==> config.mk <==
export PLATFORM = sky130hd
export DESIGN_NAME = ssp_port
export DESIGN_NICKNAME = d
export VERILOG_FILES = /design/src/ssp_pkg.sv /design/src/ssp_port.sv
export SDC_FILE = /design/constraint.sdc
export NUM_CORES = 1
export LEC_CHECK = 0
export CAP_MARGIN = 15
export CORE_ASPECT_RATIO = 1.4
export CORE_MARGIN = 10
export CORE_UTILIZATION = 50
export CTS_BUF_LIST = sky130_fd_sc_hd__clkbuf_4
export CTS_CLUSTER_DIAMETER = 200
export CTS_CLUSTER_SIZE = 12
export DETAILED_ROUTE_END_ITERATION = 10
export DONT_BUFFER_PORTS = 1
export PLACE_DENSITY_LB_ADDON = 0.12
export SYNTH_ARGS = -nofsm -noshare
export SYNTH_HDL_FRONTEND = slang
export SYNTH_SLANG_ARGS = --single-unit
export TNS_END_PERCENT = 20
==> constraint.sdc <==
create_clock -name CLK_SYS -period 2.25 [get_ports CLK_SYS]
set_clock_uncertainty 0.2 [all_clocks]
set_input_delay 0.1125 -clock CLK_SYS [delete_from_list [all_inputs] [get_ports CLK_SYS]]
set_output_delay 0.1125 -clock CLK_SYS [all_outputs]
set_load 0.02 [all_outputs]
==> src/ssp_pkg.sv <==
// Package for the synchronous serial port: register map, fields, reset values
package ssp_pkg;
    // APB byte offsets
    localparam logic [7:0] ADDR_CONFIG  = 8'h00;  // serial_config_reg
    localparam logic [7:0] ADDR_OPCTL   = 8'h04;  // serial_operation_ctl_reg
    localparam logic [7:0] ADDR_RXBUF   = 8'h08;  // receive_buffer_reg
    localparam logic [7:0] ADDR_SHIFT   = 8'h0C;  // shift_data_reg
    localparam logic [7:0] ADDR_PRIO    = 8'h10;  // serial_priority_reg
    // Configuration fields
    localparam int CFG_LEN_LSB   = 0;
    localparam int CFG_RATE_LSB  = 3;
    localparam int CFG_POL_BIT   = 6;
    localparam int CFG_SRST_BIT  = 7;
    // Operation control fields
    localparam int CTL_IEN_BIT   = 0;
    localparam int CTL_TRANSMIT_PERMIT_BIT_BIT  = 1;
    localparam int CTL_MSTR_BIT  = 2;
    localparam int CTL_DONE_BIT  = 6;
    localparam int CTL_OVR_BIT   = 7;
    // Priority field
    localparam int PRI_LEVEL_BIT = 6;
    // Reset values
    localparam logic [7:0] CONFIG_RST = 8'h80;  // Port held in soft reset
    localparam logic [7:0] OPCTL_RST  = 8'h00;
    localparam logic [7:0] PRIO_RST   = 8'h00;
    // Slave clock synchroniser depth
    localparam int SYNC_STAGES = 2;
    // Transfer states
    typedef enum logic [2:0] {
        SSP_IDLE  = 3'b001,
        SSP_LEAD  = 3'b010,
        SSP_TRAIL = 3'b100
    } ssp_state_t;
endpackage : ssp_pkg

==> src/ssp_port.sv <==
// Synchronous serial master/slave shift port with APB register access
//
// Local design decisions: the placing of the registers and the APB interface to the registers.
`timescale 1ns/1ps
// How it works
// - Master write to shift register starts transfer
// - Shift register contents change after every transfer
// - Slave shifts on external clock edges
// - Transmit-permit clear stops data driving
// - Reception continues with transmit-permit clear
// - Soft reset freezes port during configuration
// - Length code plus one gives bits
// - Transmit MSB first, left justified
// - Receive into LSB, right justified
// - Master clock is system/(2*2^rate)
// - Rate field ignored in slave mode
// - Polarity bit selects latching edge
// - Interrupt on completion when enabled
// - Completion flag set every character
// - Flag cleared by buffer read, resets
// - Request stays while flag and enable
// - Overrun flag reports lost data
// - Completed character latched into buffer
module ssp_port
    import ssp_pkg::*;
(
    // System
    input  wire logic        CLK_SYS,
    input  wire logic        SYS_RST,
    // APB slave
    input  wire logic        PSEL,
    input  wire logic        PENABLE,
    input  wire logic        PWRITE,
    input  wire logic [7:0]  PADDR,
    input  wire logic [31:0] PWDATA,
    output logic      [31:0] PRDATA,
    output logic             PREADY,
    output logic             PSLVERR,
    // Serial clock pin
    input  wire logic        SCLK_I,
    output logic             SCLK_O,
    output logic             SCLK_OE_N,
    // Data pins, role swapped by mode
    input  wire logic        MOSI_I,
    output logic             MOSI_O,
    output logic             MOSI_OE_N,
    input  wire logic        MISO_I,
    output logic             MISO_O,
    output logic             MISO_OE_N,
    // Interrupt request and level
    output logic             IRQ,
    output logic             IRQ_PRIO
);
    import ssp_pkg::*;

    // Registers and next values
    logic [7:0]  cfg_r, cfg_nxt;
    logic [7:0]  ctl_r, ctl_nxt;      // bits 6,7 unused here; flags live below
    logic [7:0]  pri_r, pri_nxt;
    logic [7:0]  shift_r, shift_nxt;
    logic [7:0]  rxbuf_r, rxbuf_nxt;
    logic        done_r, done_nxt;
    logic        ovr_r, ovr_nxt;
    logic [3:0]  bits_r, bits_nxt;
    logic [7:0]  div_r, div_nxt;
    logic        sclk_r, sclk_nxt;
    logic        out_r, out_nxt;
    ssp_state_t  st_r, st_nxt;
    logic [31:0] prdata_r, prdata_nxt;
    logic        pready_r, pready_nxt;
    logic        pslverr_r, pslverr_nxt;
    logic [SYNC_STAGES-1:0] sync_r;
    logic        sclk_q_r;

    // Decoded views
    logic        srst, master, transmit_permit_bit, pol;
    logic [3:0]  char_len;
    logic [7:0]  half_period;
    logic        acc, wr, rd;
    logic        rx_bit, lead_edge, trail_edge;

    // Half period in system clocks: 2^rate
    function automatic logic [7:0] half_div(input logic [2:0] rate);
        half_div = 8'h01 << rate;
    endfunction : half_div

    assign srst        = cfg_r[CFG_SRST_BIT];
    assign master      = ctl_r[CTL_MSTR_BIT];
    assign transmit_permit_bit        = ctl_r[CTL_TRANSMIT_PERMIT_BIT_BIT];
    assign pol         = cfg_r[CFG_POL_BIT];
    assign char_len    = {1'b0, cfg_r[CFG_LEN_LSB +: 3]} + 4'h1;
    assign half_period = half_div(cfg_r[CFG_RATE_LSB +: 3]);
    assign acc         = PSEL && PENABLE && !pready_r;
    assign wr          = acc && PWRITE;
    assign rd          = acc && !PWRITE;
    // Master samples the in line, slave the out line
    assign rx_bit      = master ? MISO_I : MOSI_I;

    // Slave clock edges; first stage read only by second stage
    assign lead_edge  = !master && (sync_r[SYNC_STAGES-1] != sclk_q_r)
                        && (sync_r[SYNC_STAGES-1] == !pol);
    assign trail_edge = !master && (sync_r[SYNC_STAGES-1] != sclk_q_r)
                        && (sync_r[SYNC_STAGES-1] == pol);

    // Register, transfer and bus next-state logic
    always_comb begin
        logic done_evt;
        logic [7:0] sh_in;
        done_evt    = 1'b0;
        sh_in       = {shift_r[6:0], rx_bit};
        cfg_nxt     = cfg_r;
        ctl_nxt     = ctl_r;
        pri_nxt     = pri_r;
        shift_nxt   = shift_r;
        rxbuf_nxt   = rxbuf_r;
        done_nxt    = done_r;
        ovr_nxt     = ovr_r;
        bits_nxt    = bits_r;
        div_nxt     = div_r;
        sclk_nxt    = sclk_r;
        out_nxt     = out_r;
        st_nxt      = st_r;
        prdata_nxt  = 32'h0000_0000;
        pready_nxt  = acc;
        pslverr_nxt = 1'b0;

        // Shift engine, frozen under soft reset
        if (srst) begin
            st_nxt   = SSP_IDLE;
            sclk_nxt = pol;
            bits_nxt = 4'h0;
            div_nxt  = 8'h00;
        end else if (master) begin
            unique case (st_r)
                SSP_IDLE: begin
                    sclk_nxt = pol;
                    out_nxt  = shift_r[7];
                end
                SSP_LEAD: begin
                    if (div_r == 8'h01) begin
                        div_nxt   = half_period;
                        sclk_nxt  = !pol;
                        shift_nxt = sh_in;
                        st_nxt    = SSP_TRAIL;
                    end else begin
                        div_nxt = div_r - 8'h01;
                    end
                end
                SSP_TRAIL: begin
                    if (div_r == 8'h01) begin
                        div_nxt  = half_period;
                        sclk_nxt = pol;
                        out_nxt  = shift_r[7];
                        if (bits_r == char_len - 4'h1) begin
                            done_evt = 1'b1;
                            st_nxt   = SSP_IDLE;
                        end else begin
                            bits_nxt = bits_r + 4'h1;
                            st_nxt   = SSP_LEAD;
                        end
                    end else begin
                        div_nxt = div_r - 8'h01;
                    end
                end
                default: st_nxt = SSP_IDLE;
            endcase
        end else begin
            sclk_nxt = pol;
            if (lead_edge) begin
                shift_nxt = sh_in;
                if (bits_r == char_len - 4'h1) begin
                    done_evt = 1'b1;
                    bits_nxt = 4'h0;
                end else begin
                    bits_nxt = bits_r + 4'h1;
                end
            end
            if (trail_edge) begin
                out_nxt = shift_r[7];
            end
        end

        // Completion: latch buffer, set flags; set wins over clear
        if (rd && PADDR == ADDR_RXBUF) begin
            done_nxt = 1'b0;
        end
        if (done_evt) begin
            rxbuf_nxt = shift_nxt;
            done_nxt  = 1'b1;
            ovr_nxt   = ovr_r || done_r;
        end
        if (srst) begin
            done_nxt = 1'b0;
            ovr_nxt  = 1'b0;
        end

        // APB access
        if (wr) begin
            unique case (PADDR)
                ADDR_CONFIG: cfg_nxt = PWDATA[7:0];
                ADDR_OPCTL:  ctl_nxt = {2'b00, 3'b000, PWDATA[2:0]};
                ADDR_PRIO:   pri_nxt = {1'b0, PWDATA[PRI_LEVEL_BIT], 6'h00};
                ADDR_SHIFT: begin
                    if (!srst) begin
                        shift_nxt = PWDATA[7:0];
                        out_nxt   = PWDATA[7];
                        if (master) begin
                            st_nxt   = SSP_LEAD;
                            div_nxt  = half_period;
                            bits_nxt = 4'h0;
                        end
                    end
                end
                ADDR_RXBUF: ;
                default: pslverr_nxt = 1'b1;
            endcase
        end else if (rd) begin
            unique case (PADDR)
                ADDR_CONFIG: prdata_nxt = {24'h000000, cfg_r};
                ADDR_OPCTL:  prdata_nxt = {24'h000000, ovr_r, done_r, 3'b000, ctl_r[2:0]};
                ADDR_RXBUF:  prdata_nxt = {24'h000000, rxbuf_r};
                ADDR_SHIFT:  prdata_nxt = {24'h000000, shift_r};
                ADDR_PRIO:   prdata_nxt = {24'h000000, pri_r};
                default:     pslverr_nxt = 1'b1;
            endcase
        end
        if (!master && st_r != SSP_IDLE) begin
            st_nxt = SSP_IDLE;
        end
    end

    // State registers
    always_ff @(posedge CLK_SYS or posedge SYS_RST) begin
        if (SYS_RST) begin
            cfg_r     <= CONFIG_RST;
            ctl_r     <= OPCTL_RST;
            pri_r     <= PRIO_RST;
            shift_r   <= 8'h00;
            rxbuf_r   <= 8'h00;
            done_r    <= 1'b0;
            ovr_r     <= 1'b0;
            bits_r    <= 4'h0;
            div_r     <= 8'h00;
            sclk_r    <= 1'b0;
            out_r     <= 1'b0;
            st_r      <= SSP_IDLE;
            prdata_r  <= 32'h0000_0000;
            pready_r  <= 1'b0;
            pslverr_r <= 1'b0;
            sync_r    <= '0;
            sclk_q_r  <= 1'b0;
        end else begin
            cfg_r     <= cfg_nxt;
            ctl_r     <= ctl_nxt;
            pri_r     <= pri_nxt;
            shift_r   <= shift_nxt;
            rxbuf_r   <= rxbuf_nxt;
            done_r    <= done_nxt;
            ovr_r     <= ovr_nxt;
            bits_r    <= bits_nxt;
            div_r     <= div_nxt;
            sclk_r    <= sclk_nxt;
            out_r     <= out_nxt;
            st_r      <= st_nxt;
            prdata_r  <= prdata_nxt;
            pready_r  <= pready_nxt;
            pslverr_r <= pslverr_nxt;
            sync_r    <= {sync_r[SYNC_STAGES-2:0], SCLK_I};
            sclk_q_r  <= sync_r[SYNC_STAGES-1];
        end
    end

    // Pin and interrupt output registers
    logic sclk_oe_n_r, mosi_oe_n_r, miso_oe_n_r, irq_r, prio_r;
    always_ff @(posedge CLK_SYS or posedge SYS_RST) begin
        if (SYS_RST) begin
            sclk_oe_n_r <= 1'b1;
            mosi_oe_n_r <= 1'b1;
            miso_oe_n_r <= 1'b1;
            irq_r       <= 1'b0;
            prio_r      <= 1'b0;
        end else begin
            sclk_oe_n_r <= !master;
            mosi_oe_n_r <= !(master && transmit_permit_bit);
            miso_oe_n_r <= !(!master && transmit_permit_bit);
            irq_r       <= done_nxt && ctl_nxt[CTL_IEN_BIT];
            prio_r      <= pri_nxt[PRI_LEVEL_BIT];
        end
    end

    assign PRDATA    = prdata_r;
    assign PREADY    = pready_r;
    assign PSLVERR   = pslverr_r;
    assign SCLK_O    = sclk_r;
    assign SCLK_OE_N = sclk_oe_n_r;
    assign MOSI_O    = out_r;
    assign MOSI_OE_N = mosi_oe_n_r;
    assign MISO_O    = out_r;
    assign MISO_OE_N = miso_oe_n_r;
    assign IRQ       = irq_r;
    assign IRQ_PRIO  = prio_r;
endmodule : ssp_port

## Yosys cells after proc, flatten, opt, wreduce, memory -nomap -nowiden

Index checks and enable logic that the tools add are counted.

- Flip-flop bits (word level): 88
- Bits in latches: 0
- Memory bits (writable): 0
- Memory bits (read-only): 0
- Input bits: 48
- Word-level logic and storage cells: 141
- Memories kept: 0

- Add/sub/neg operators: 4
- Multipliers: 0
- Divide/modulo/power cells: 0
- $lt $le $gt $ge: 0
- Equality and inequality tests: 16
- Shift-type cells: 1
- Mux-type cells: 71
- Bitwise operators: 0
- Reductions and logical operators: 27

Operator list:

| operator | number |
|---|---|
| two-way mux 8 bit | 18 |
| two-way mux 4 bit | 11 |
| case mux 8 bit (5 select lines) | 1 |
| two-way mux 1 bit | 28 |
| two-way mux 3 bit | 9 |
| equality test 8 x 4 -> 1 bit (second input constant) | 2 |
| logical AND 1 bit | 12 |
| case mux 3 bit (3 select lines) | 1 |
| equality test 8 x 1 -> 1 bit (second input constant) | 1 |
| equality test 8 x 3 -> 1 bit (second input constant) | 1 |
| equality test 8 x 5 -> 1 bit (second input constant) | 1 |
| zero test 8 bit | 1 |
| != test 4 bit (second input constant) | 2 |
| left shift 1 x 3 -> 8 bit (first input constant) | 1 |
| subtractor 8 x 1 -> 8 bit (second input constant) | 1 |
| zero test 1 bit | 6 |
| AND reduction 2 bit | 3 |
| != test 5 x 2 -> 1 bit (second input constant) | 1 |
| OR reduction 5 bit | 1 |
| adder 3 x 1 -> 4 bit (second input constant) | 1 |
| adder 4 x 1 -> 4 bit (second input constant) | 1 |
| equality test 4 bit | 1 |
| subtractor 4 x 1 -> 4 bit (second input constant) | 1 |
| equality test 3 x 1 -> 1 bit (second input constant) | 1 |
| 12 further kinds | 13 |

## Longest topological paths before layout

Gate-level depths: netlist (run 1).

- Depth after elaboration: 13
- Depth in mapped cells: 8

## Least setup slack after synthesis (run 1)

Ideal clock, no wire load.

- Kind: register -> register
- Start point: reg div_r[1]
- End point: reg div_r[2]
- Library setup time: 0.138 ns
- Arrival: 1.912 ns
- Required time: 1.912 ns
- Setup slack: 0.001 ns
- Cell stages (with the launch flop): 9
- Buffers on the path: 1
- Period minus slack after synthesis: 2.249 ns
- Cells stage by stage: dfrtp_1 > inv_1 > ha_1 > or4b_1 > buf_2 > nor2_1 > mux2_2 > a22oi_1 > a211oi_1

- Word-level cells in the longest chain between the ends: 9

RTL lines:

| what | line | text |
|---|---|---|
| start: declaration | ssp_port.sv:65 | `logic [7:0] div_r, div_nxt;` |
| start signal: assignment | ssp_port.sv:261 | `div_r <= div_nxt;` |
| subtractor 8 x 1 -> 8 bit / equality test 8 x 1 -> 1 bit (equally long branches) | -- |  |
| two-way mux 8 bit * | ssp_port.sv:140, ssp_port.sv:150 |  |
| two-way mux 8 bit * | -- |  |
| two-way mux 8 bit * | ssp_port.sv:133 | `end else if (master) begin` |
| two-way mux 8 bit * | ssp_port.sv:128 | `if (srst) begin` |
| two-way mux 8 bit | ssp_port.sv:207 | `if (master) begin` |
| two-way mux 8 bit | ssp_port.sv:204 | `if (!srst) begin` |
| two-way mux 8 bit | ssp_port.sv:199 | `unique case (PADDR)` |
| two-way mux 8 bit * | ssp_port.sv:198 | `if (wr) begin` |
| via div_nxt[2] | ssp_port.sv:65 |  |

Mark *: on every way through the listed nets, which the timed path passes. The rest lies on a longest branch.
A chain may end at the register's enable or synchronous reset.

## Worst setup path after layout (run 1)

- Start point: in PADDR[3]
- End point: reg prdata_r[6] (netlist: PRDATA[6])

- Word-level cells in the longest chain between the ends: 4

RTL lines:

| what | line | text |
|---|---|---|
| start: declaration | ssp_port.sv:34 | `input wire logic [7:0] PADDR,` |
| equality test 8 x 5 -> 1 bit (tied with other cells) | ssp_port.sv:218 | `unique case (PADDR)` |
| case mux 8 bit (5 select lines) * | ssp_port.sv:218 |  |
| two-way mux 8 bit * | ssp_port.sv:217 | `end else if (rd) begin` |
| two-way mux 8 bit * | ssp_port.sv:198 |  |
| via prdata_nxt[6] | ssp_port.sv:69 | `logic [31:0] prdata_r, prdata_nxt;` |
| end signal: assignment | ssp_port.sv:265 | `prdata_r <= prdata_nxt;` |
| end: declaration | ssp_port.sv:69 |  |

Marked as above.

==> flow_summary.html, run 1 <==
<table>
<tr><th>Metric</th><th>Value</th></tr>
<tr><th colspan="2">Drt</th></tr>
<tr><td>Number of remaining DRC errors</td><td>0</td></tr>
<tr><td>Count of routing violations after the opening detailed-route iteration</td><td>147</td></tr>
<tr><td>Total number of vias</td><td>3206</td></tr>
<tr><td>DR WL/cell</td><td>19.2 um</td></tr>
<tr><td>Via count normalized by instance count</td><td>5.80</td></tr>
<tr><td>Router iterations before antenna repair</td><td>5</td></tr>
<tr><td>Antenna-violating nets left</td><td>0</td></tr>
<tr><td>Total wirelength of the detailed-routed design</td><td>10600 um</td></tr>
<tr><th colspan="2">Place</th></tr>
<tr><td>DP Wirelength</td><td>7430 um</td></tr>
<tr><td>Number of placed cells counting well taps</td><td>501</td></tr>
<tr><td>Port buffer count</td><td>0</td></tr>
<tr><td>Placed cell area</td><td>4040 um^2</td></tr>
<tr><td>Placer Congestion</td><td>0.844</td></tr>
<tr><th colspan="2">Critical path</th></tr>
<tr><td>Arr. time, crit path</td><td>2.45 ns</td></tr>
<tr><td>Critical path depth</td><td>6</td></tr>
<tr><td>Delay of the slowest cell on the worst path</td><td>0.77 ns</td></tr>
<tr><td>Largest fanout on the critical path</td><td>12</td></tr>
<tr><td>Launch instance of the worst register-to-register path</td><td>cfg_r[6]</td></tr>
<tr><td>Worst R2R Path Depth</td><td>5</td></tr>
<tr><td>Endpoint of the worst setup timing path</td><td>PRDATA[6]</td></tr>
<tr><td>Cell Chain, Critical Path</td><td>dlygate4sd3_1 &gt; nor2_1 &gt; and3_1 &gt; a21oi_1 &gt; nor4b_1 &gt; dlygate4sd3_1</td></tr>
<tr><td>Endpoint of the lowest-slack register-to-register path</td><td>PRDATA[6]</td></tr>
<tr><td>Type of element capturing the critical path</td><td>register</td></tr>
<tr><td>Slowest cell on crit path</td><td>sky130_fd_sc_hd__dlygate4sd3_1</td></tr>
<tr><td>Critical path buffers and inverters</td><td>2</td></tr>
<tr><td>CP Launch Type</td><td>input port</td></tr>
<tr><td>Category of cells accounting for the largest share of critical-path delay</td><td>buffers and inverters</td></tr>
<tr><td>Cell repeated most along the worst path</td><td>sky130_fd_sc_hd__dlygate4sd3_1</td></tr>
<tr><td>First element of the critical path</td><td>PADDR[3]</td></tr>
<tr><td>Critical setup path kind</td><td>input port to register</td></tr>
<tr><td>Setup slack on the worst flop-to-flop path</td><td>0.01 ns</td></tr>
<tr><td>Worst Path Required</td><td>2.43 ns</td></tr>
<tr><th colspan="2">Power</th></tr>
<tr><td>Power density relative to cell area</td><td>644 nW/um^2</td></tr>
<tr><td>Static power due to leakage</td><td>2.08 nW</td></tr>
<tr><td>Tot Pwr</td><td>0.00296 W</td></tr>
<tr><td>Worst IR drop on VDD</td><td>0.569 mV</td></tr>
<tr><th colspan="2">Synth</th></tr>
<tr><td>Simple-gate share of the synthesized area</td><td>0.203</td></tr>
<tr><td>Synthesized flop and latch total</td><td>64</td></tr>
<tr><td>Complex-gate fraction of the synthesized area</td><td>0.155</td></tr>
<tr><td>Share of synthesized area occupied by flip-flops and latches</td><td>0.424</td></tr>
<tr><td>Synth async-reset ratio</td><td>1.00</td></tr>
<tr><td>Synthesized cell area</td><td>3790 um^2</td></tr>
<tr><td>Number of instances in the synthesized netlist</td><td>386</td></tr>
<tr><td>Number of warning messages in the yosys log</td><td>0</td></tr>
<tr><td>Mean cell area of the mapped netlist</td><td>9.83 um^2</td></tr>
<tr><td>XOR/XNOR Fraction of Synth Area</td><td>0.0139</td></tr>
<tr><td>Largest family of logic cells by synthesized area</td><td>simple AND/OR/NAND/NOR gates</td></tr>
<tr><td>Dominant synthesized flop cell</td><td>sky130_fd_sc_hd__dfrtp_1</td></tr>
<tr><td>EDFF count, synth</td><td>0</td></tr>
<tr><td>Post-Synth Adder-Cell Area</td><td>0.0132</td></tr>
<tr><td>Share of cell area taken by muxes after synthesis</td><td>0.103</td></tr>
<tr><td>Distinct cell type count after synthesis</td><td>64</td></tr>
<tr><th colspan="2">Layout</th></tr>
<tr><td>Layout cell share with drive strength beyond 1</td><td>0.248</td></tr>
<tr><td>Final net count</td><td>502</td></tr>
<tr><td>Count of non-filler cells in the finished layout</td><td>553</td></tr>
<tr><td>Final Cell Area</td><td>4590 um^2</td></tr>
<tr><td>Final core utilization</td><td>0.624</td></tr>
<tr><td>Area overhead of the layout relative to synthesis</td><td>21.0%</td></tr>
<tr><th colspan="2">Status</th></tr>
<tr><td>Result of the run</td><td>finished with violations</td></tr>
<tr><td>Failing checks</td><td>negative setup slack</td></tr>
<tr><th colspan="2">STA</th></tr>
<tr><td>Normalized max-slew margin</td><td>0.597</td></tr>
<tr><td>Number of slew-limit violations in the final report</td><td>0</td></tr>
<tr><td>Final total negative setup slack</td><td>-0.0210 ns</td></tr>
<tr><td>Final Hold Fails</td><td>0</td></tr>
<tr><td>Maximum clock frequency</td><td>440 MHz</td></tr>
<tr><td>Post-route setup slack</td><td>-0.0210 ns</td></tr>
<tr><td>Final count of negative-setup-slack endpoints</td><td>1</td></tr>
<tr><td>Fin crit share</td><td>1.01</td></tr>
<tr><td>Unrepaired setup endpoints after global routing</td><td>yes</td></tr>
<tr><td>Minimum clock period</td><td>2.27 ns</td></tr>
<tr><td>Transition time of the tightest slew-check pin</td><td>0.603 ns</td></tr>
<tr><th colspan="2">Die</th></tr>
<tr><td>I/O pin cnt</td><td>90</td></tr>
<tr><td>Initial core utilization</td><td>0.515</td></tr>
<tr><td>Core area</td><td>7360 um^2</td></tr>
<tr><td>Number of core rows</td><td>37</td></tr>
<tr><td>Die Area</td><td>11500 um^2</td></tr>
<tr><td>Width of the die</td><td>93.6 um</td></tr>
<tr><td>Vertical die dimension</td><td>123 um</td></tr>
<tr><th colspan="2">CTS</th></tr>
<tr><td>Clock input transition at the sequential cells of the worst setup and hold paths</td><td>0.11 ns</td></tr>
<tr><td>CTS Root Cell</td><td>sky130_fd_sc_hd__clkbuf_4</td></tr>
<tr><td>CTS tree</td><td>done</td></tr>
<tr><td>Deepest clock path buffer count</td><td>2</td></tr>
<tr><td>H-tree depth</td><td>3</td></tr>
<tr><td>Worst-Skew Late Latency</td><td>0.44 ns</td></tr>
<tr><td>CTS Buf Count</td><td>9</td></tr>
<tr><td>Number of sinks handled by clock tree synthesis</td><td>64</td></tr>
<tr><th colspan="2">Global route</th></tr>
<tr><td>Total global routing overflow</td><td>0</td></tr>
<tr><td>Pin count of the biggest net entering global routing</td><td>65</td></tr>
<tr><td>Tot GR Track Use</td><td>0.184</td></tr>
<tr><td>First-pass GRT wire length</td><td>16500 um</td></tr>
<tr><td>Via count of the first global-routing pass</td><td>3236</td></tr>
<tr><td>Antenna violations before repair</td><td>0</td></tr>
<tr><th colspan="2">Flow run</th></tr>
<tr><td>Max-cap violations</td><td>0</td></tr>
<tr><th colspan="2">Worst hold path</th></tr>
<tr><td>Hold Crit Class</td><td>input port to register</td></tr>
</table>
## final cells by class
type	count	area, um^2
inverters	17	63.8
clock inverters	3	11.3
fillers	620	2770
clock buffers	13	97.6
diodes	1	2.50
flip-flops and latches	64	1610
well taps	97	121
repair buffers	74	664
multi-input cells	284	2020
## where the power goes
part / switching (W) / internal [W] / leakage [nW] / total (W)
registers: 0.000162 / 0.00130 / 0.791 / 0.00147
logic: 0.000429 / 0.000381 / 1.23 / 0.000809
clock network: 0.000413 / 0.000267 / 0.0645 / 0.000680
total: 0.00100 / 0.00195 / 2.08 / 0.00296
## Yosys cell counts, types with 6 or more instances
master,instances,share of area
sky130_fd_sc_hd__dfrtp_1,59,0.39
sky130_fd_sc_hd__nor2_1,34,0.034
sky130_fd_sc_hd__buf_4,25,0.049
sky130_fd_sc_hd__a21oi_1,24,0.032
sky130_fd_sc_hd__nand2_1,24,0.024
sky130_fd_sc_hd__inv_1,17,0.017
sky130_fd_sc_hd__mux2_2,15,0.045
sky130_fd_sc_hd__clkbuf_1,14,0.014
sky130_fd_sc_hd__mux2i_1,11,0.029
sky130_fd_sc_hd__a211oi_1,9,0.018
sky130_fd_sc_hd__o22ai_1,9,0.015
sky130_fd_sc_hd__and3_1,8,0.013
sky130_fd_sc_hd__nand3_1,7,0.0092
sky130_fd_sc_hd__o21ai_0,7,0.0092
sky130_fd_sc_hd__o21ai_1,7,0.0092
sky130_fd_sc_hd__a31oi_1,6,0.0099
sky130_fd_sc_hd__nor2b_1,6,0.0099
sky130_fd_sc_hd__nor3b_1,6,0.012
sky130_fd_sc_hd__xor2_1,6,0.014
## per-stage QoR
step / hold slack (ns) / setup WS (ns)
finish: 0.0362 / -0.0210
global route: 0.0249 / -0.0892
CTS: 0.0223 / 0.00265
detailed placement: -0.100 / -0.0359
global placement: -0.107 / 0.00893
floorplan: -0.0561 / 0.000528
## placed cells by master, fill, tap and decap left out, types with 4 or more instances in the layout
cell                            netlist  final
sky130_fd_sc_hd__a211oi_1             9      9
sky130_fd_sc_hd__a21oi_1             24     22
sky130_fd_sc_hd__a22oi_1              4      4
sky130_fd_sc_hd__a31oi_1              6      5
sky130_fd_sc_hd__and3_1               8      8
sky130_fd_sc_hd__buf_4               25     39
sky130_fd_sc_hd__buf_6                0      5
sky130_fd_sc_hd__clkbuf_4             0     13
sky130_fd_sc_hd__conb_1               1     24
sky130_fd_sc_hd__dfrtp_1             59     59
sky130_fd_sc_hd__dfstp_2              5      5
sky130_fd_sc_hd__dlygate4sd3_1        0     27
sky130_fd_sc_hd__inv_1               17     15
sky130_fd_sc_hd__mux2_2              15     15
sky130_fd_sc_hd__mux2i_1             11     11
sky130_fd_sc_hd__mux4_2               5      5
sky130_fd_sc_hd__nand2_1             24     24
sky130_fd_sc_hd__nand2b_1             4      4
sky130_fd_sc_hd__nand3_1              7      7
sky130_fd_sc_hd__nand3b_1             4      4
sky130_fd_sc_hd__nand4_1              5      5
sky130_fd_sc_hd__nand4b_1             5      5
sky130_fd_sc_hd__nor2_1              34     31
sky130_fd_sc_hd__nor2b_1              6      6
sky130_fd_sc_hd__nor3_1               5      5
sky130_fd_sc_hd__nor3b_1              6      5
sky130_fd_sc_hd__o21ai_0              7      7
sky130_fd_sc_hd__o21ai_1              7      7
sky130_fd_sc_hd__o22ai_1              9      8
sky130_fd_sc_hd__xor2_1               6      6
## worst min-delay path by stage
stage / from / end / slack (ns) / cells after the start
final: SCLK_I / sync_r[0] / 0.04 / 1
after detailed placement: SYS_RST / ctl_r[1] / -0.10 / 2
after CTS: PWRITE / shift_r[0] / 0.02 / 4
after floorplan: SCLK_I / sync_r[0] / -0.06 / 0
after global placement: SYS_RST / ctl_r[1] / -0.11 / 2
after global routing: SCLK_I / sync_r[0] / 0.02 / 1
## registers in the layout, summed over array words and instances (netlist names), 2 cells and up
signal and cells:
st_r 3, PRDATA 8, sync_r 2, shift_r 8, div_r 8, cfg_r 8, bits_r 4, rxbuf_r 8
ctl_r 3
## metal layers
metal	vias to the layer above	global-route usage	share of wire	routed length (um)
met4	0	0.0895	0.025	264
li1	1495	-	-	-
met1	1609	0.198	0.38	4070
met3	24	0.0406	0.036	381
met5	-	0	0	0
met2	78	0.331	0.56	5880
## cell families after synthesis
| group | count (synthesis) |
|---|---|
| other | 1 |
| buffers and inverters | 61 |
| flip-flops | 64 |
| adder cells (fa/ha/maj) | 4 |
| AO/OA/AOI/OAI | 89 |
| AND/OR/NAND/NOR | 130 |
| multiplexers | 31 |
| XOR/XNOR | 6 |
## timing repair
item	in CTS	in global routing
endpoints found under the setup margin	2	32
buffers inserted	0	6
pin swaps	0	7
hold endpoints to repair	110	1
gates resized for setup	2	24
hold buffers	28	1
Note: power is estimated with default switching activity, not from simulation.
==> inputs of run 2 (changes only) <==
- ABC_AREA: unset -> 1
==> flow_summary.html, run 2 <==
<table>
<tr><th>Metric</th><th>Value</th></tr>
<tr><th colspan="2">Status</th></tr>
<tr><td>Result of the run</td><td>completed</td></tr>
<tr><th colspan="2">STA</th></tr>
<tr><td>Final Hold Fails</td><td>0 (unchanged)</td></tr>
<tr><td>Post-route setup slack</td><td>0.102 ns (+0.123 ns)</td></tr>
<tr><td>Final total negative setup slack</td><td>0 ns (+0.0210 ns)</td></tr>
<tr><td>Final count of negative-setup-slack endpoints</td><td>0 (-1)</td></tr>
<tr><td>Normalized max-slew margin</td><td>0.509 (-0.0875)</td></tr>
<tr><td>Minimum clock period</td><td>2.15 ns (-0.123 ns)</td></tr>
<tr><td>Unrepaired setup endpoints after global routing</td><td>yes</td></tr>
<tr><td>Fin crit share</td><td>0.955 (-0.0548)</td></tr>
<tr><td>Transition time of the tightest slew-check pin</td><td>0.733 ns (+0.131 ns)</td></tr>
<tr><td>Number of slew-limit violations in the final report</td><td>0 (unchanged)</td></tr>
<tr><td>Maximum clock frequency</td><td>466 MHz (+5.7%)</td></tr>
<tr><th colspan="2">Synth</th></tr>
<tr><td>Synthesized cell area</td><td>4010 um^2 (+5.7%)</td></tr>
<tr><td>Post-Synth Adder-Cell Area</td><td>0.0125 (-0.000716)</td></tr>
<tr><td>Synth async-reset ratio</td><td>1.00 (unchanged)</td></tr>
<tr><td>Cell with the most instances after synthesis</td><td>sky130_fd_sc_hd__nand2_1</td></tr>
<tr><td>EDFF count, synth</td><td>0 (unchanged)</td></tr>
<tr><td>Area share of the largest cell type after synthesis</td><td>0.368 (-0.0211)</td></tr>
<tr><td>Mean cell area of the mapped netlist</td><td>7.24 um^2 (-26%)</td></tr>
<tr><td>Top cells by area in the synthesized netlist</td><td>sky130_fd_sc_hd__dfrtp_1 (37%), sky130_fd_sc_hd__nand2_1 (14%), sky130_fd_sc_hd__nand3_1 (7.5%)</td></tr>
<tr><td>XOR/XNOR Fraction of Synth Area</td><td>0.00873 (-0.00512)</td></tr>
<tr><td>Synthesized flop and latch total</td><td>64 (unchanged)</td></tr>
<tr><td>Complex-gate fraction of the synthesized area</td><td>0.0789 (-0.0758)</td></tr>
<tr><td>Most area-hungry cell type in the Yosys netlist</td><td>sky130_fd_sc_hd__dfrtp_1</td></tr>
<tr><td>Distinct cell type count after synthesis</td><td>38 (-41%)</td></tr>
<tr><td>Simple-gate share of the synthesized area</td><td>0.358 (+0.154)</td></tr>
<tr><td>List of most frequent post-synthesis cells</td><td>sky130_fd_sc_hd__nand2_1 (154), sky130_fd_sc_hd__inv_1 (71), sky130_fd_sc_hd__nand3_1 (60), sky130_fd_sc_hd__dfrtp_1 (59), sky130_fd_sc_hd__nor2_1 (52)</td></tr>
<tr><td>Number of warning messages in the yosys log</td><td>0 (unchanged)</td></tr>
<tr><td>Largest family of logic cells by synthesized area</td><td>simple AND/OR/NAND/NOR gates</td></tr>
<tr><td>Share of cell area taken by muxes after synthesis</td><td>0.00499 (-0.0982)</td></tr>
<tr><td>Number of instances in the synthesized netlist</td><td>554 (+44%)</td></tr>
<tr><td>Dominant synthesized flop cell</td><td>sky130_fd_sc_hd__dfrtp_1</td></tr>
<tr><td>Share of synthesized area occupied by flip-flops and latches</td><td>0.401 (-0.0230)</td></tr>
<tr><th colspan="2">CTS</th></tr>
<tr><td>CTS Buf Count</td><td>9 (unchanged)</td></tr>
<tr><td>CTS Root Cell</td><td>sky130_fd_sc_hd__clkbuf_4</td></tr>
<tr><td>Deepest clock path buffer count</td><td>2 (unchanged)</td></tr>
<tr><td>Worst-Skew Late Latency</td><td>0.41 ns (-0.03 ns)</td></tr>
<tr><td>Number of sinks handled by clock tree synthesis</td><td>64 (unchanged)</td></tr>
<tr><td>Clock input transition at the sequential cells of the worst setup and hold paths</td><td>0.10 ns (about the same)</td></tr>
<tr><td>H-tree depth</td><td>3 (unchanged)</td></tr>
<tr><td>CTS tree</td><td>done</td></tr>
<tr><th colspan="2">Layout</th></tr>
<tr><td>Layout cell share with drive strength beyond 1</td><td>0.111 (-0.137)</td></tr>
<tr><td>Commonest cells after routing, fill and taps aside</td><td>sky130_fd_sc_hd__nand2_1 (154), sky130_fd_sc_hd__inv_1 (69), sky130_fd_sc_hd__nand3_1 (60), sky130_fd_sc_hd__dfrtp_1 (59), sky130_fd_sc_hd__nor2_1 (52)</td></tr>
<tr><td>Area overhead of the layout relative to synthesis</td><td>12.0%</td></tr>
<tr><td>Ant diodes</td><td>0 (-1)</td></tr>
<tr><td>Fill cells</td><td>770 (+24%)</td></tr>
<tr><td>Count of non-filler cells in the finished layout</td><td>694 (+25%)</td></tr>
<tr><td>Most frequent standard cell in the layout excluding fill and tap cells</td><td>sky130_fd_sc_hd__nand2_1</td></tr>
<tr><td>Final net count</td><td>641 (+28%)</td></tr>
<tr><td>Final Cell Area</td><td>4490 um^2 (-2.2%)</td></tr>
<tr><th colspan="2">Drt</th></tr>
<tr><td>Antenna-violating nets left</td><td>0 (unchanged)</td></tr>
<tr><td>DR WL/cell</td><td>15.2 um (-21%)</td></tr>
<tr><td>Number of remaining DRC errors</td><td>0 (unchanged)</td></tr>
<tr><td>Total wirelength of the detailed-routed design</td><td>10600 um (-0.32%)</td></tr>
<tr><td>Total number of vias</td><td>3528 (+10%)</td></tr>
<tr><td>Count of routing violations after the opening detailed-route iteration</td><td>189 (+29%)</td></tr>
<tr><td>Via count normalized by instance count</td><td>5.08 (-12%)</td></tr>
<tr><td>Router iterations before antenna repair</td><td>6 (+1)</td></tr>
<tr><th colspan="2">Die</th></tr>
<tr><td>Initial core utilization</td><td>0.514 (-0.000942)</td></tr>
<tr><td>Width of the die</td><td>95.7 um (+2.2%)</td></tr>
<tr><td>Vertical die dimension</td><td>126 um (+2.4%)</td></tr>
<tr><td>Die Area</td><td>12100 um^2 (+4.6%)</td></tr>
<tr><td>Number of core rows</td><td>38 (+2.7%)</td></tr>
<tr><td>I/O pin cnt</td><td>90 (unchanged)</td></tr>
<tr><td>Core area</td><td>7800 um^2 (+5.9%)</td></tr>
<tr><th colspan="2">Power</th></tr>
<tr><td>Worst IR drop on VDD</td><td>0.434 mV (-24%)</td></tr>
<tr><td>Static power due to leakage</td><td>2.30 nW (+11%)</td></tr>
<tr><td>Power density relative to cell area</td><td>522 nW/um^2 (-19%)</td></tr>
<tr><th colspan="2">Worst hold path</th></tr>
<tr><td>Hold Crit Class</td><td>input port to register</td></tr>
<tr><td>Worst min-delay path endpoint</td><td>PSLVERR</td></tr>
<tr><td>Hold path startpoint</td><td>PADDR[3]</td></tr>
<tr><td>Number of cells on the worst hold path</td><td>3 (+2)</td></tr>
<tr><th colspan="2">Critical path</th></tr>
<tr><td>Type of element capturing the critical path</td><td>register</td></tr>
<tr><td>Largest fanout on the critical path</td><td>16 (+4)</td></tr>
<tr><td>Launch instance of the worst register-to-register path</td><td>PREADY</td></tr>
<tr><td>Critical setup path kind</td><td>register to register</td></tr>
<tr><td>Setup slack on the worst flop-to-flop path</td><td>0.10 ns (+0.09 ns)</td></tr>
<tr><td>Arr. time, crit path</td><td>2.30 ns (-0.15 ns)</td></tr>
<tr><td>Worst Path Required</td><td>2.40 ns (-0.03 ns)</td></tr>
<tr><td>Endpoint of the lowest-slack register-to-register path</td><td>cfg_r[7]</td></tr>
<tr><td>CP Launch Type</td><td>register</td></tr>
<tr><td>Worst R2R Path Depth</td><td>6 (+1)</td></tr>
<tr><th colspan="2">Global route</th></tr>
<tr><td>Tot GR Track Use</td><td>0.183 (-0.000980)</td></tr>
<tr><td>First-pass GRT wire length</td><td>17500 um (+6.1%)</td></tr>
<tr><td>Pin count of the biggest net entering global routing</td><td>49 (-25%)</td></tr>
<tr><td>Total global routing overflow</td><td>0 (unchanged)</td></tr>
<tr><td>Via count of the first global-routing pass</td><td>3623 (+12%)</td></tr>
<tr><td>Antenna violations before repair</td><td>0 (unchanged)</td></tr>
<tr><th colspan="2">Place</th></tr>
<tr><td>Placer Congestion</td><td>0.841 (-0.31%)</td></tr>
<tr><td>Post-Place Worst Slack</td><td>0.250 ns (+0.286 ns)</td></tr>
<tr><td>Port buffer count</td><td>0 (unchanged)</td></tr>
<tr><td>DP Wirelength</td><td>7950 um (+7.0%)</td></tr>
<tr><td>Placed cell area</td><td>4060 um^2 (+0.56%)</td></tr>
<tr><td>Number of placed cells counting well taps</td><td>651 (+30%)</td></tr>
<tr><th colspan="2">Flow run</th></tr>
<tr><td>Max-cap violations</td><td>0 (unchanged)</td></tr>
</table>
[run 2: how the worst max path moves through the flow]
stage                         from          to  slack (ns)  cells after the start
after floorplan            SYS_RST         IRQ        0.35                      1
after global placement    div_r[1]  shift_r[2]        0.29                     11
after detailed placement  div_r[1]  shift_r[3]        0.25                     10
after CTS                 PADDR[7]    pri_r[6]        0.03                     10
after global routing      PADDR[7]    cfg_r[7]       -0.06                      9
final                       PREADY    cfg_r[7]        0.10                      6
[run 2: kinds of logic after synthesis]
group	after synthesis
and+or+nand+nor	308
buffers and inverters	112
DFF	64
AOI/OAI and AO/OA	59
adders and majority gates	4
xor gates and xnor gates	4
muxes	2
other	1
[run 2: timing repair]
| action | 4_1_cts | 5_1_grt |
|---|---|---|
| hold endpoints to repair | 107 | 0 |
| hold buffers | 26 | 0 |
| gates resized for setup | 0 | 3 |
| endpoints found under the setup margin | 0 | 6 |
| buffers inserted | 0 | 1 |
[run 2: final cells by class]
class	count	area, um^2	area share
well taps	100	125	0.0278
inverters	77	294	0.0654
clock inverters	5	73.8	0.0164
clock buffers	11	82.6	0.0184
flip-flops and latches	64	1610	0.358
multi-input cells	401	1950	0.433
repair buffers	36	363	0.0808
[run 2: critical path, cell delays in order (launching register included)]
cell,delay [ns]
sky130_fd_sc_hd__dfrtp_1,0.47
sky130_fd_sc_hd__nor2_1,0.18
sky130_fd_sc_hd__nand2_1,0.19
sky130_fd_sc_hd__inv_4,0.16
sky130_fd_sc_hd__nand2_4,0.13
sky130_fd_sc_hd__dlygate4sd3_1,0.62
sky130_fd_sc_hd__a21oi_1,0.15
[run 2: report_power, final]
group	total (W)	leakage (nW)	internal [W]	switching, W
sequential	0.00122	0.805	0.00118	0.0000422
combinational	0.000245	1.41	0.0000770	0.000168
clock	0.000880	0.0883	0.000469	0.000411
total	0.00235	2.30	0.00173	0.000621
[run 2: per-layer routing]
metal / GRT usage / routed length [um] / share of wire
met1: 0.199 / 4080 / 0.39
met2: 0.325 / 5770 / 0.55
met3: 0.0357 / 448 / 0.042
met4: 0.0844 / 262 / 0.025
met5: 0 / 0 / 0
[run 2: per-stage QoR]
step / hold WS, ns / power (W) / utilization
final: 0.0319 / 0.00235 / 0.576
after global routing: 0.0372 / 0.00245 / 0.576
after CTS: 0.0171 / 0.00237 / 0.575
after detailed placement: -0.196 / 0.00145 / 0.521
after global placement: -0.206 / 0.00144 / 0.521
after floorplan: -0.0561 / 0.00144 / -
